===== src/core/iprb_pkg.sv =====
// Package of register map, field layout and reset values for the priority bank
package iprb_pkg;

   // ****************************************
   // Register indices (word offsets)
   // ****************************************
   localparam logic [3:0] IPRB_IDX_PRIO9 = 4'h0;
   localparam logic [3:0] IPRB_IDX_PRIO10 = 4'h1;
   localparam logic [3:0] IPRB_IDX_PRIO12 = 4'h2;
   localparam logic [3:0] IPRB_IDX_PRIO13 = 4'h3;
   localparam logic [3:0] IPRB_IDX_PRIO14 = 4'h4;
   localparam logic [3:0] IPRB_IDX_PRIO15 = 4'h5;
   localparam logic [3:0] IPRB_IDX_PRIO16 = 4'h6;
   localparam logic [3:0] IPRB_IDX_PRIO17 = 4'h7;
   localparam logic [3:0] IPRB_IDX_STATUS = 4'h8;
   localparam logic [3:0] IPRB_IDX_FLAG = 4'h9;
   localparam logic [3:0] IPRB_IDX_ENABLE = 4'hA;

   // ****************************************
   // Sources and fields
   // ****************************************
   localparam int IPRB_NSRC = 24;
   localparam logic [2:0] IPRB_PRIO_RST = 3'h4;
   localparam logic [2:0] IPRB_PRIO_OFF = 3'h0;
   localparam logic [6:0] IPRB_VEC_BASE = 7'h0C;
   // Implemented field bits per register, in index order
   localparam logic [15:0] IPRB_MASK [0:7] = '{16'h7777, 16'h7707, 16'h7777, 16'h7777,
                                              16'h0007, 16'h0070, 16'h0770, 16'h7777};

endpackage : iprb_pkg


===== src/core/iprb_regs.sv =====
// Priority register array with masked fields and level-four reset
`timescale 1ns/10ps
module iprb_regs
   import iprb_pkg::*;
(
   input wire logic clk_sys_i, // System clock
   input wire logic rst_i, // Async reset, high
   input wire logic wr_i, // Write strobe
   input wire logic [3:0] idx_i, // Register index
   input wire logic [15:0] wdata_i, // Write data
   output logic [15:0] regs_o [0:7] // Register contents
);

   typedef struct packed
   {
      logic [7:0][15:0] prio;
   } iprb_regs_state_type;

   iprb_regs_state_type st_r;
   iprb_regs_state_type st_nxt;

   // Writes land only in implemented bits
   always_comb
   begin
      st_nxt = st_r;
      if (wr_i && (idx_i <= IPRB_IDX_PRIO17))
      begin
         st_nxt.prio[idx_i[2:0]] = wdata_i & IPRB_MASK[idx_i[2:0]];
      end
   end

   // Every field starts at level four
   always_ff @(posedge clk_sys_i or posedge rst_i)
   begin
      if (rst_i)
      begin
         for (int i = 0; i < 8; i++)
         begin
            st_r.prio[i] <= {4{1'b0, IPRB_PRIO_RST}} & IPRB_MASK[i];
         end
      end
      else
      begin
         st_r <= st_nxt;
      end
   end

   always_comb
   begin
      for (int i = 0; i < 8; i++)
      begin
         regs_o[i] = st_r.prio[i];
      end
   end

endmodule : iprb_regs


===== src/core/iprb_arb.sv =====
// Combinational arbiter picking the highest pending enabled source
`timescale 1ns/10ps
module iprb_arb
   import iprb_pkg::*;
(
   input wire logic [IPRB_NSRC-1:0] req_i, // Flag and enable combined
   input wire logic [IPRB_NSRC*3-1:0] prio_i, // Level per source
   output logic valid_o, // Some source wins
   output logic [2:0] level_o, // Winning level
   output logic [4:0] src_o // Winning source index
);

   // Strictly-greater compare keeps the lowest index on ties
   always_comb
   begin
      valid_o = 1'b0;
      level_o = 3'h0;
      src_o = 5'h00;
      for (int i = 0; i < IPRB_NSRC; i++)
      begin
         if (req_i[i] && (prio_i[i*3 +: 3] != IPRB_PRIO_OFF)
             && (prio_i[i*3 +: 3] > level_o))
         begin
            valid_o = 1'b1;
            level_o = prio_i[i*3 +: 3];
            src_o = 5'(i);
         end
      end
   end

endmodule : iprb_arb


===== src/core/iprb_top.sv =====
// Upper interrupt priority register bank with request arbitration
//
// The address-and-strobe port and the register offsets are this design's own decisions.
`timescale 1ns/10ps
module iprb_top
   import iprb_pkg::*;
(
   input wire logic clk_sys_i, // System clock, 100 MHz
   input wire logic rst_i, // Async reset, high
   input wire logic [3:0] addr_i, // Register index
   input wire logic [15:0] wdata_i, // Write data
   input wire logic wr_i, // Write strobe
   input wire logic rd_i, // Read strobe
   input wire logic [IPRB_NSRC-1:0] src_flag_i, // Raw source requests
   output logic [15:0] rdata_o, // Read data, cycle after rd_i
   output logic irq_o, // Request to core
   output logic [2:0] irq_level_o, // Level of request
   output logic [6:0] irq_vec_o // Vector of request
);

   // ****************************************
   // State
   // ****************************************
   typedef struct packed
   {
      logic [15:0] rdata;
      logic irq;
      logic [2:0] level;
      logic [6:0] vec;
      logic [IPRB_NSRC-1:0] flag;
      logic [IPRB_NSRC-1:0] en;
   } iprb_state_type;

   iprb_state_type st_r;
   iprb_state_type st_nxt;
   logic [15:0] regs [0:7];
   logic [IPRB_NSRC*3-1:0] prio_flat;
   logic win_valid;
   logic [2:0] win_level;
   logic [4:0] win_src;

   // ****************************************
   // Helpers
   // ****************************************
   // Level field n of a priority word; bit 3 of each nibble is reserved
   function automatic logic [2:0] iprb_field(input logic [15:0] word, input int n);
      return word[n*4 +: 3];
   endfunction : iprb_field

   iprb_regs u_regs
   (
      .clk_sys_i(clk_sys_i),
      .rst_i(rst_i),
      .wr_i(wr_i),
      .idx_i(addr_i),
      .wdata_i(wdata_i),
      .regs_o(regs)
   );

   // Gather fields in natural source order: four nibbles per register, low first
   always_comb
   begin
      prio_flat = '0;
      for (int r = 0; r < 6; r++)
      begin
         for (int n = 0; n < 4; n++)
         begin
            prio_flat[(r*4+n)*3 +: 3] = iprb_field(regs[(r < 4) ? r : r + 2], n);
         end
      end
   end

   // Six registers feed the 24 sources; fourteen and fifteen are stored only
   iprb_arb u_arb
   (
      .req_i(st_r.flag & st_r.en),
      .prio_i(prio_flat),
      .valid_o(win_valid),
      .level_o(win_level),
      .src_o(win_src)
   );

   // ****************************************
   // Bus and request logic
   // ****************************************
   always_comb
   begin
      st_nxt = st_r;
      // Hardware set wins over software clear
      st_nxt.flag = st_r.flag | src_flag_i;
      if (wr_i && addr_i == IPRB_IDX_FLAG)
      begin
         // An all-zero word clears all 24 flags; a raised source still wins
         st_nxt.flag = (wdata_i == 16'h0000) ? src_flag_i
            : ((st_r.flag & {8'hFF, wdata_i}) | src_flag_i);
      end
      if (wr_i && addr_i == IPRB_IDX_ENABLE)
      begin
         st_nxt.en = {8'h00, wdata_i};
      end
      st_nxt.rdata = 16'h0000;
      if (rd_i)
      begin
         if (addr_i <= IPRB_IDX_PRIO17)
         begin
            st_nxt.rdata = regs[addr_i[2:0]];
         end
         else if (addr_i == IPRB_IDX_STATUS)
         begin
            st_nxt.rdata = {4'h0, 1'b0, st_r.level, 1'b0, st_r.vec};
         end
         else if (addr_i == IPRB_IDX_FLAG)
         begin
            st_nxt.rdata = st_r.flag[15:0];
         end
         else if (addr_i == IPRB_IDX_ENABLE)
         begin
            st_nxt.rdata = st_r.en[15:0];
         end
      end
      st_nxt.irq = win_valid;
      st_nxt.level = win_level;
      st_nxt.vec = win_valid ? 7'(IPRB_VEC_BASE + 7'(win_src)) : 7'h00;
   end

   // Flops for bus answer, flags, enables and request outputs
   always_ff @(posedge clk_sys_i or posedge rst_i)
   begin
      if (rst_i)
      begin
         st_r <= '0;
      end
      else
      begin
         st_r <= st_nxt;
      end
   end

   // Outputs come straight from the flops
   assign rdata_o = st_r.rdata;
   assign irq_o = st_r.irq;
   assign irq_level_o = st_r.level;
   assign irq_vec_o = st_r.vec;

   // ****************************************
   // Checks
   // ****************************************
   property p_off_blocks;
      @(posedge clk_sys_i) disable iff (rst_i)
      irq_o |-> irq_level_o != 3'h0;
   endproperty
   a_off_blocks: assert property (p_off_blocks) else $error("disabled level forwarded");

   property p_rst_four;
      @(posedge clk_sys_i) disable iff (rst_i)
      $fell(rst_i) |-> regs[0] == 16'h4444;
   endproperty
   a_rst_four: assert property (p_rst_four) else $error("reset level not four");

   property p_reg14;
      @(posedge clk_sys_i) disable iff (rst_i)
      regs[4][15:3] == 13'h0000;
   endproperty
   a_reg14: assert property (p_reg14) else $error("reg14 upper bits set");

   property p_reg15;
      @(posedge clk_sys_i) disable iff (rst_i)
      regs[5][15:7] == 9'h000 && regs[5][3:0] == 4'h0;
   endproperty
   a_reg15: assert property (p_reg15) else $error("reg15 reserved bits set");

   property p_unimpl;
      @(posedge clk_sys_i) disable iff (rst_i)
      rd_i && addr_i <= IPRB_IDX_PRIO17 |=> (rdata_o & 16'h8888) == 16'h0000;
   endproperty
   a_unimpl: assert property (p_unimpl) else $error("reserved bit read one");

   property p_level_max;
      @(posedge clk_sys_i) disable iff (rst_i)
      win_valid |=> irq_o && irq_level_o == $past(win_level);
   endproperty
   a_level_max: assert property (p_level_max) else $error("level not presented");

   property p_seven;
      @(posedge clk_sys_i) disable iff (rst_i)
      (st_r.flag[0] && st_r.en[0] && prio_flat[2:0] == 3'h7) |=> irq_level_o == 3'h7;
   endproperty
   a_seven: assert property (p_seven) else $error("code 111 not top");

   property p_one;
      @(posedge clk_sys_i) disable iff (rst_i)
      (irq_o && irq_level_o == 3'h1) |-> $past(win_level) == 3'h1;
   endproperty
   a_one: assert property (p_one) else $error("level one mismatch");

   // Software write to the flag word, shared by the flag checks
   logic flag_wr;
   assign flag_wr = wr_i && (addr_i == IPRB_IDX_FLAG);

   property p_flag_set;
      @(posedge clk_sys_i) disable iff (rst_i)
      src_flag_i != '0 |=> (st_r.flag & $past(src_flag_i)) == $past(src_flag_i);
   endproperty
   a_flag_set: assert property (p_flag_set) else $error("raised flag lost");

   property p_flag_clear;
      @(posedge clk_sys_i) disable iff (rst_i)
      flag_wr && wdata_i == 16'h0000 |=> st_r.flag == $past(src_flag_i);
   endproperty
   a_flag_clear: assert property (p_flag_clear) else $error("clear-all wrong");

   property p_flag_keep;
      @(posedge clk_sys_i) disable iff (rst_i)
      flag_wr && |wdata_i |=> st_r.flag[23:16] == $past(st_r.flag[23:16] | src_flag_i[23:16]);
   endproperty
   a_flag_keep: assert property (p_flag_keep) else $error("upper flags disturbed");

   property p_flag_low;
      @(posedge clk_sys_i) disable iff (rst_i)
      flag_wr && |wdata_i
         |=> st_r.flag[15:0] == $past((st_r.flag[15:0] & wdata_i) | src_flag_i[15:0]);
   endproperty
   a_flag_low: assert property (p_flag_low) else $error("flag clear mask wrong");

   property p_none_idle;
      @(posedge clk_sys_i) disable iff (rst_i)
      !win_valid |=> !irq_o && irq_level_o == 3'h0 && irq_vec_o == 7'h00;
   endproperty
   a_none_idle: assert property (p_none_idle) else $error("request without source");

   property p_vec_map;
      @(posedge clk_sys_i) disable iff (rst_i)
      win_valid |=> irq_vec_o == 7'(IPRB_VEC_BASE + 7'($past(win_src)));
   endproperty
   a_vec_map: assert property (p_vec_map) else $error("vector not of winner");

   property p_unmapped;
      @(posedge clk_sys_i) disable iff (rst_i)
      rd_i && addr_i > IPRB_IDX_ENABLE |=> rdata_o == 16'h0000;
   endproperty
   a_unmapped: assert property (p_unmapped) else $error("unmapped read not zero");

   property p_rst_levels;
      @(posedge clk_sys_i) disable iff (rst_i)
      $fell(rst_i) |-> regs[1] == 16'h4404 && regs[4] == 16'h0004 && regs[5] == 16'h0040
         && regs[6] == 16'h0440 && regs[7] == 16'h4444;
   endproperty
   a_rst_levels: assert property (p_rst_levels) else $error("reset levels wrong");

   property p_write_lands;
      @(posedge clk_sys_i) disable iff (rst_i)
      wr_i && addr_i <= IPRB_IDX_PRIO17
         |=> regs[$past(addr_i[2:0])] == $past(wdata_i & IPRB_MASK[addr_i[2:0]]);
   endproperty
   a_write_lands: assert property (p_write_lands) else $error("write not landed");

   property p_tie_low;
      @(posedge clk_sys_i) disable iff (rst_i)
      st_r.flag[0] && st_r.en[0] && iprb_field(regs[0], 0) == 3'h7 |=> irq_vec_o == IPRB_VEC_BASE;
   endproperty
   a_tie_low: assert property (p_tie_low) else $error("first source lost tie");

   property p_zero_src0;
      @(posedge clk_sys_i) disable iff (rst_i)
      win_valid && prio_flat[2:0] == IPRB_PRIO_OFF |-> win_src != 5'h00;
   endproperty
   a_zero_src0: assert property (p_zero_src0) else $error("disabled source won");

   property p_rsv_all;
      @(posedge clk_sys_i) disable iff (rst_i)
      (regs[0] & ~IPRB_MASK[0]) == 16'h0000 && (regs[1] & ~IPRB_MASK[1]) == 16'h0000
         && (regs[2] & ~IPRB_MASK[2]) == 16'h0000 && (regs[3] & ~IPRB_MASK[3]) == 16'h0000
         && (regs[6] & ~IPRB_MASK[6]) == 16'h0000 && (regs[7] & ~IPRB_MASK[7]) == 16'h0000;
   endproperty
   a_rsv_all: assert property (p_rsv_all) else $error("reserved bit stored");

   property p_rd_status;
      @(posedge clk_sys_i) disable iff (rst_i)
      rd_i && addr_i == IPRB_IDX_STATUS
         |=> rdata_o == {5'h00, $past(irq_level_o), 1'b0, $past(irq_vec_o)};
   endproperty
   a_rd_status: assert property (p_rd_status) else $error("status read wrong");

   property p_field_read;
      @(posedge clk_sys_i) disable iff (rst_i)
      rd_i && addr_i <= IPRB_IDX_PRIO17 |=> rdata_o == $past(regs[addr_i[2:0]]);
   endproperty
   a_field_read: assert property (p_field_read) else $error("priority read wrong");

   property p_upper_src;
      @(posedge clk_sys_i) disable iff (rst_i)
      win_valid |-> win_src < 5'h10;
   endproperty
   a_upper_src: assert property (p_upper_src) else $error("unenabled source won");

   property p_rst_outputs;
      @(posedge clk_sys_i) disable iff (rst_i)
      $fell(rst_i) |-> !irq_o && irq_vec_o == 7'h00 && rdata_o == 16'h0000;
   endproperty
   a_rst_outputs: assert property (p_rst_outputs) else $error("outputs busy after reset");

   property p_en_read;
      @(posedge clk_sys_i) disable iff (rst_i)
      rd_i && addr_i == IPRB_IDX_ENABLE |=> rdata_o == $past(st_r.en[15:0]);
   endproperty
   a_en_read: assert property (p_en_read) else $error("enable read wrong");

endmodule : iprb_top


===== config.mk =====
export PLATFORM = sky130hd
export DESIGN_NAME = iprb_top
export DESIGN_NICKNAME = d
export VERILOG_FILES = /design/src/core/iprb_pkg.sv /design/src/core/iprb_regs.sv /design/src/core/iprb_arb.sv /design/src/core/iprb_top.sv
export SDC_FILE = /design/constraint.sdc
export NUM_CORES = 1
export LEC_CHECK = 0
export ABC_AREA = 0
export BUFFER_PORTS_ARGS = -buffer_cell sky130_fd_sc_hd__buf_2
export CAP_MARGIN = 20
export CORE_AREA = 2 2 91 180
export DETAILED_ROUTE_END_ITERATION = 10
export DIE_AREA = 0 0 93 182
export GPL_TIMING_DRIVEN = 0
export PLACE_DENSITY = 0.85
export SYNTH_ARGS = -nofsm -noshare
export SYNTH_HDL_FRONTEND = slang
export SYNTH_SLANG_ARGS = --single-unit

===== constraint.sdc =====
create_clock -name clk_sys_i -period 28.7 [get_ports clk_sys_i]
set_input_delay 8.61 -clock clk_sys_i [delete_from_list [all_inputs] [get_ports clk_sys_i]]
set_output_delay 8.61 -clock clk_sys_i [all_outputs]
set_load 0.02 [all_outputs]

# [Yosys cells after proc, flatten, opt, wreduce, memory -nomap -nowiden]
# Memory sizes are Yosys's and may differ from the RTL's.
# Cells that the tools add are included.
[totals] n_memories=1 rom_bits=128 elab_cells=217 inputBits=48 regBits=194 out_inout_bits=27
[op_classes] magnitude_cmp=28 eq_ne=3 reduce_logical=77 n_mux=87 n_bitwise=6 n_addsub=1
[memory_table] memory="(no name shown)" depth=8 word_bits=16 read_ports=1 rd_clocked_by_memory_dff=0 write_ports=0 line_no="iprb_regs.sv:28" text="st_nxt.prio[idx_i[2:0]] = wdata_i & IPRB_MASK[idx_i[2:0]];"
[ops] op="16-bit two-way mux" count=10
[ops] op="128-bit bitwise mux" count=1
[ops] op="3-bit two-way mux" count=28
[ops] op="3-bit nonzero test" count=24
[ops] op="3-bit greater-than comparator" count=23
[ops] op="1-bit logical AND" count=52
[ops] op="16-bit binary-select mux with 3-bit select" count=1
[ops] op="16-bit demux with 3-bit select" count=1
[ops] op="24-bit two-way mux" count=2
[ops] op="24-bit bitwise OR" count=2
[ops] op="5-bit two-way mux" count=8
[ops] op="4-bit two-way mux" count=8
[ops] op="1-bit two-way mux" count=25
[ops] op="24-bit by 16-bit bitwise AND with 24-bit output" count=1
[ops] op="24-bit bitwise AND" count=1
[ops] op="16-bit bitwise AND" count=1
[ops] op="16-bit zero test" count=1
[ops] op="4-bit equality test, second input constant" count=3
[ops] op="4-bit by 5-bit adder with 6-bit output, first input constant" count=1
[ops] op="6-bit two-way mux" count=1
[ops] op="4-bit >= comparator, second input constant" count=1
[ops] op="4-bit by 3-bit <= comparator with 1-bit output, second input constant" count=1
[ops] op="3-bit by 4-bit < comparator with 1-bit output, second input constant" count=1
[ops] op="2-bit two-way mux" count=2
[ops] op="other kinds (3)" count=3

# [Logic depth before layout (Yosys ltp)]
[logic_depth] ltp_word=75 mapped_depth=114 mapped_depth_nobuf=114

# [Hierarchy]
# From an unflattened synthesis, not the netlist that was laid out.
[hier_totals] cells_unflattened=1148 hier_area_um2=11506.0
[modules_own_cells] mod="iprb_regs" instances=1 cells_each=273 area_each_um2=4144.0 seq_area_each_um2=2431.1
[modules_own_cells] mod="iprb_arb" instances=1 cells_each=574 area_each_um2=3717.3 seq_area_each_um2=0.0
[modules_own_cells] mod="iprb_top" instances=1 cells_each=301 area_each_um2=3644.7 seq_area_each_um2=1451.4

# [Worst setup path before layout]
# No wires, ideal clock.
[synth_path] path_type="reg2reg" from="register u_regs.st_r (netlist bit u_regs.regs_o[114])" to="register st_r (netlist bit irq_vec_o[3])" required_ps=28629 stages_incl_launch_ff=108 period_less_slack_ps=21104 setup_slack_ps=7596 arrival_ps=21033 path_cell_list="dfstp_2 -> nand3_1 -> ha_1 -> nand3_1 -> o2111a_2 -> nand2_1 -> o21ai_0 -> ha_1 -> nor3b_1 -> o221ai_1 -> a21o_1 -> a211o_2 -> nand2_2 -> nor2_1 -> a21oi_1 -> ha_1 -> o21ba_2 -> nor3_1 -> [72 not listed] -> nor2_1 -> a211o_1 -> nand2_1 -> o21ai_0 -> o22ai_1 -> ha_1 -> inv_1 -> a21o_1 -> a21oi_1 -> a311oi_1 -> mux2_2 -> ha_1 -> a21oi_1 -> a311oi_1 -> nor2_1 -> and4_1 -> ha_1 -> nor2_1"
[synth_rtl] item="from (decl)" line_no="iprb_regs.sv:19" text="iprb_regs_state_type st_r;"
[synth_rtl] item="from (signal assigned)" line_no="iprb_regs.sv:44" text="st_r <= st_nxt;"
[synth_rtl] item="to (signal assigned)" line_no="iprb_top.sv:135" text="st_r <= st_nxt;"
[synth_rtl] item="to (decl)" line_no="iprb_top.sv:34" text="iprb_state_type st_r;"

==> flow_metrics.tcl <==
set metrics [dict create \
    area_growth_syn_to_layout_pct 12.9 \
    min_period_over_period_pct 87.2 \
    cts_buffer_depth 2 \
    cts.sinks 153 \
    io_pins 75 \
    worst_ep_required_time_ps 29070 \
    synth_area_mm2 0.00918 \
    grt_pass1_vias 8284 \
    synthFlopType "dfrtp_1" \
    ant_nets 0 \
    fp.coreArea_mm2 0.0156 \
    startpoint_type "flip-flop" \
    drive_above_1_share_pct 22.1 \
    num-nets-final 1123 \
    status "completed" \
    cts_tree "built" \
    fmax_ghz 0.0400 \
    ys_ff_latch 153 \
    cts_setup_buffers 0 \
    fin_area_mm2 0.0104 \
    synth.distinct_cells 83 \
    grt_overflow 0 \
    clk_pin_slew_ps 70 \
    async_flop_share_pct 100 \
    io_buffers 64 \
    grt_pass1_wl_um 45400 \
    synth.avg_cell_area_um2 9.55 \
    fin_setup_tns_ps 0 \
    h-tree-depth 4 \
    synthMostInstantiatedCell "dfrtp_1" \
    cts_root_buffer "clkbuf_16" \
    synth_top_cell_by_area "dfrtp_1" \
    drc 0 \
    worst_pin_slew_ps 1050 \
    slew_violations 0 \
    critical_path.max_stage_delay_ps 750 \
    yosys-top-cells-count "dfrtp_1, nand2_1, o21ai_0" \
    crit_fanout 8 \
    drt_wl_total_um 29100 \
    rows 65 \
    grt_max_degree 104 \
    fill_cells 1295 \
    die_h_um 182 \
    die_x_um 93 \
    wl_per_cell_um 23.1 \
    cap_violations 0 \
    cts_hold_buf 0 \
    cts_buffers 17 \
    hold_path_class "reg2reg" \
    crit_slowest_cell "a311oi_1" \
    ys_warn_count 0 \
    power_leakage_uw 0.00455 \
    crit_arrival_ps 25380 \
    drtPass1Iterations 8 \
    rsz0062_at_grt "no" \
    endpoint_kind "flip-flop" \
    multiInputGateArea_mm2 0.00478 \
    synth_edf_count 0 \
    num_antenna_cells 0 \
    dieArea_mm2 0.0169 \
    drtIter0Drc 794 \
    vias 8310 \
    start_util_pct 58.8 \
    grt_util_all_layers_pct 35.7 \
    clkLatencyLatePin_ps 430 \
    placedCellCount 1228 \
    synthDominantCellAreaShare_pct 35.4 \
    antenna_found_initial 0 \
    final-setup-viol-count 0 \
    period_needed_ps 25010 \
    seq_area_mm2 0.00386 \
    peakVddDrop_v 0.0000641 \
    max_slew_margin_pct 30.0 \
    yosysSeqAreaShare_pct 42.0 \
    hold_viol 0 \
    post_cts_resized 0 \
    placed_area_mm2 0.00979 \
    via_per_inst 6.59 \
    hpwlAfterDp_um 21800 \
    syn_inst 961 \
    crit_top_cell "nor2_1" \
    gp_congestion 1.02 \
    fin_cells 1261 \
    ys_top_cells_by_area "dfrtp_1, dfstp_2, mux4_2, o21ai_0, nand2_1" \
    clock_skew_ps 6.39 \
    setup.worst_path.class "reg2reg" \
    power_density_mw_per_mm2 91.0 \
]
==> cell usage in the layout, fill, tap and decap left out, drive strengths merged, types with 15 or more instances in the layout <==
| master | instances |
|---|---|
| a21oi | 29 |
| and2 | 28 |
| buf | 98 |
| clkbuf | 49 |
| dfrtp | 130 |
| dfstp | 23 |
| ha | 28 |
| inv | 60 |
| mux2 | 41 |
| mux4 | 24 |
| nand2 | 114 |
| nand2b | 22 |
| nand3 | 45 |
| nor2 | 65 |
| nor3 | 15 |
| o21ai | 104 |
==> layout make-up <==
cell class | count | share of cell area (%)
sequential | 153 | 37.2
inverter | 55 | 2.04
timing repair buffer | 66 | 3.41
multi-input combinational | 690 | 46.1
tap | 201 | 2.43
clock buffer | 17 | 4.11
clock inverter | 15 | 1.38
buffer | 64 | 3.26
==> logic make-up after synthesis <==
family / synth area share [%]
AND/OR/NAND/NOR: 17.4
AO/OA/AOI/OAI: 18.2
flip-flops: 42.0
buffers and inverters: 5.93
multiplexers: 12.1
adder cells (fa/ha/maj): 4.36
other: 0.0409
==> registers in the layout, summed over array words and instances, names as in the netlist <==
register	flops
u_regs.regs_o	96
st_r	32
rdata_o	16
irq_vec_o	5
irq_level_o	3
irq_o	1
==> power by group <==
group	switching, uW	internal [uW]	leakage (uW)
registers	48.0	262	0.00183
clock network	97.0	121	0.000269
logic	239	175	0.00245
==> metrics by stage <==
| step | power [uW] | utilization, % | worst slack (ps) | hold WS [ps] |
|---|---|---|---|---|
| 6_report | 942 | 66.3 | 3690 | 483 |
| 5_1_grt | 997 | 66.3 | 1940 | 507 |
| 4_1_cts | 928 | 66.3 | 4160 | 480 |
| 3_5_place_dp | 707 | 62.7 | 4370 | 466 |
| 3_3_place_gp | 690 | 62.5 | 4820 | 457 |
| 2_1_floorplan | 594 | - | 7600 | 445 |
==> final timing paths <==
kind / from / end / slack (ps) / cells after the start
min in group asynchronous: rst_i / u_regs.regs_o[33]$_DFFE_PP0P_ / 8210 / 2
hold reg to reg: u_regs.regs_o[61]$_DFFE_PP0P_ / u_regs.regs_o[61]$_DFFE_PP0P_ / 480 / 2
setup reg to reg: u_regs.regs_o[114]$_DFFE_PP1P_ / irq_vec_o[3]$_DFF_PP0_ / 3690 / 110
hold / removal: u_regs.regs_o[61]$_DFFE_PP0P_ / u_regs.regs_o[61]$_DFFE_PP0P_ / 480 / 2
max in group asynchronous: rst_i / u_regs.regs_o[78]$_DFFE_PP1P_ / 19610 / 3
setup / recovery: u_regs.regs_o[114]$_DFFE_PP1P_ / irq_vec_o[3]$_DFF_PP0_ / 3690 / 110
==> critical path: cells and delay by family, from the launching register on <==
kind	cells	cell delay (ps)
and+or+nand+nor	33	5670
muxes	6	2090
DFF	1	560
adders and majority gates	17	4930
AOI/OAI and AO/OA	51	11420
buffers and inverters	3	260
==> metal layers <==
layer | track usage, % | routed length [um]
met1 | 40.7 | 9860
met2 | 57.1 | 14000
met3 | 6.10 | 2330
met4 | 30.8 | 2910
met5 | 0 | 0
No activity file was read; power rests on OpenSTA's default activity.
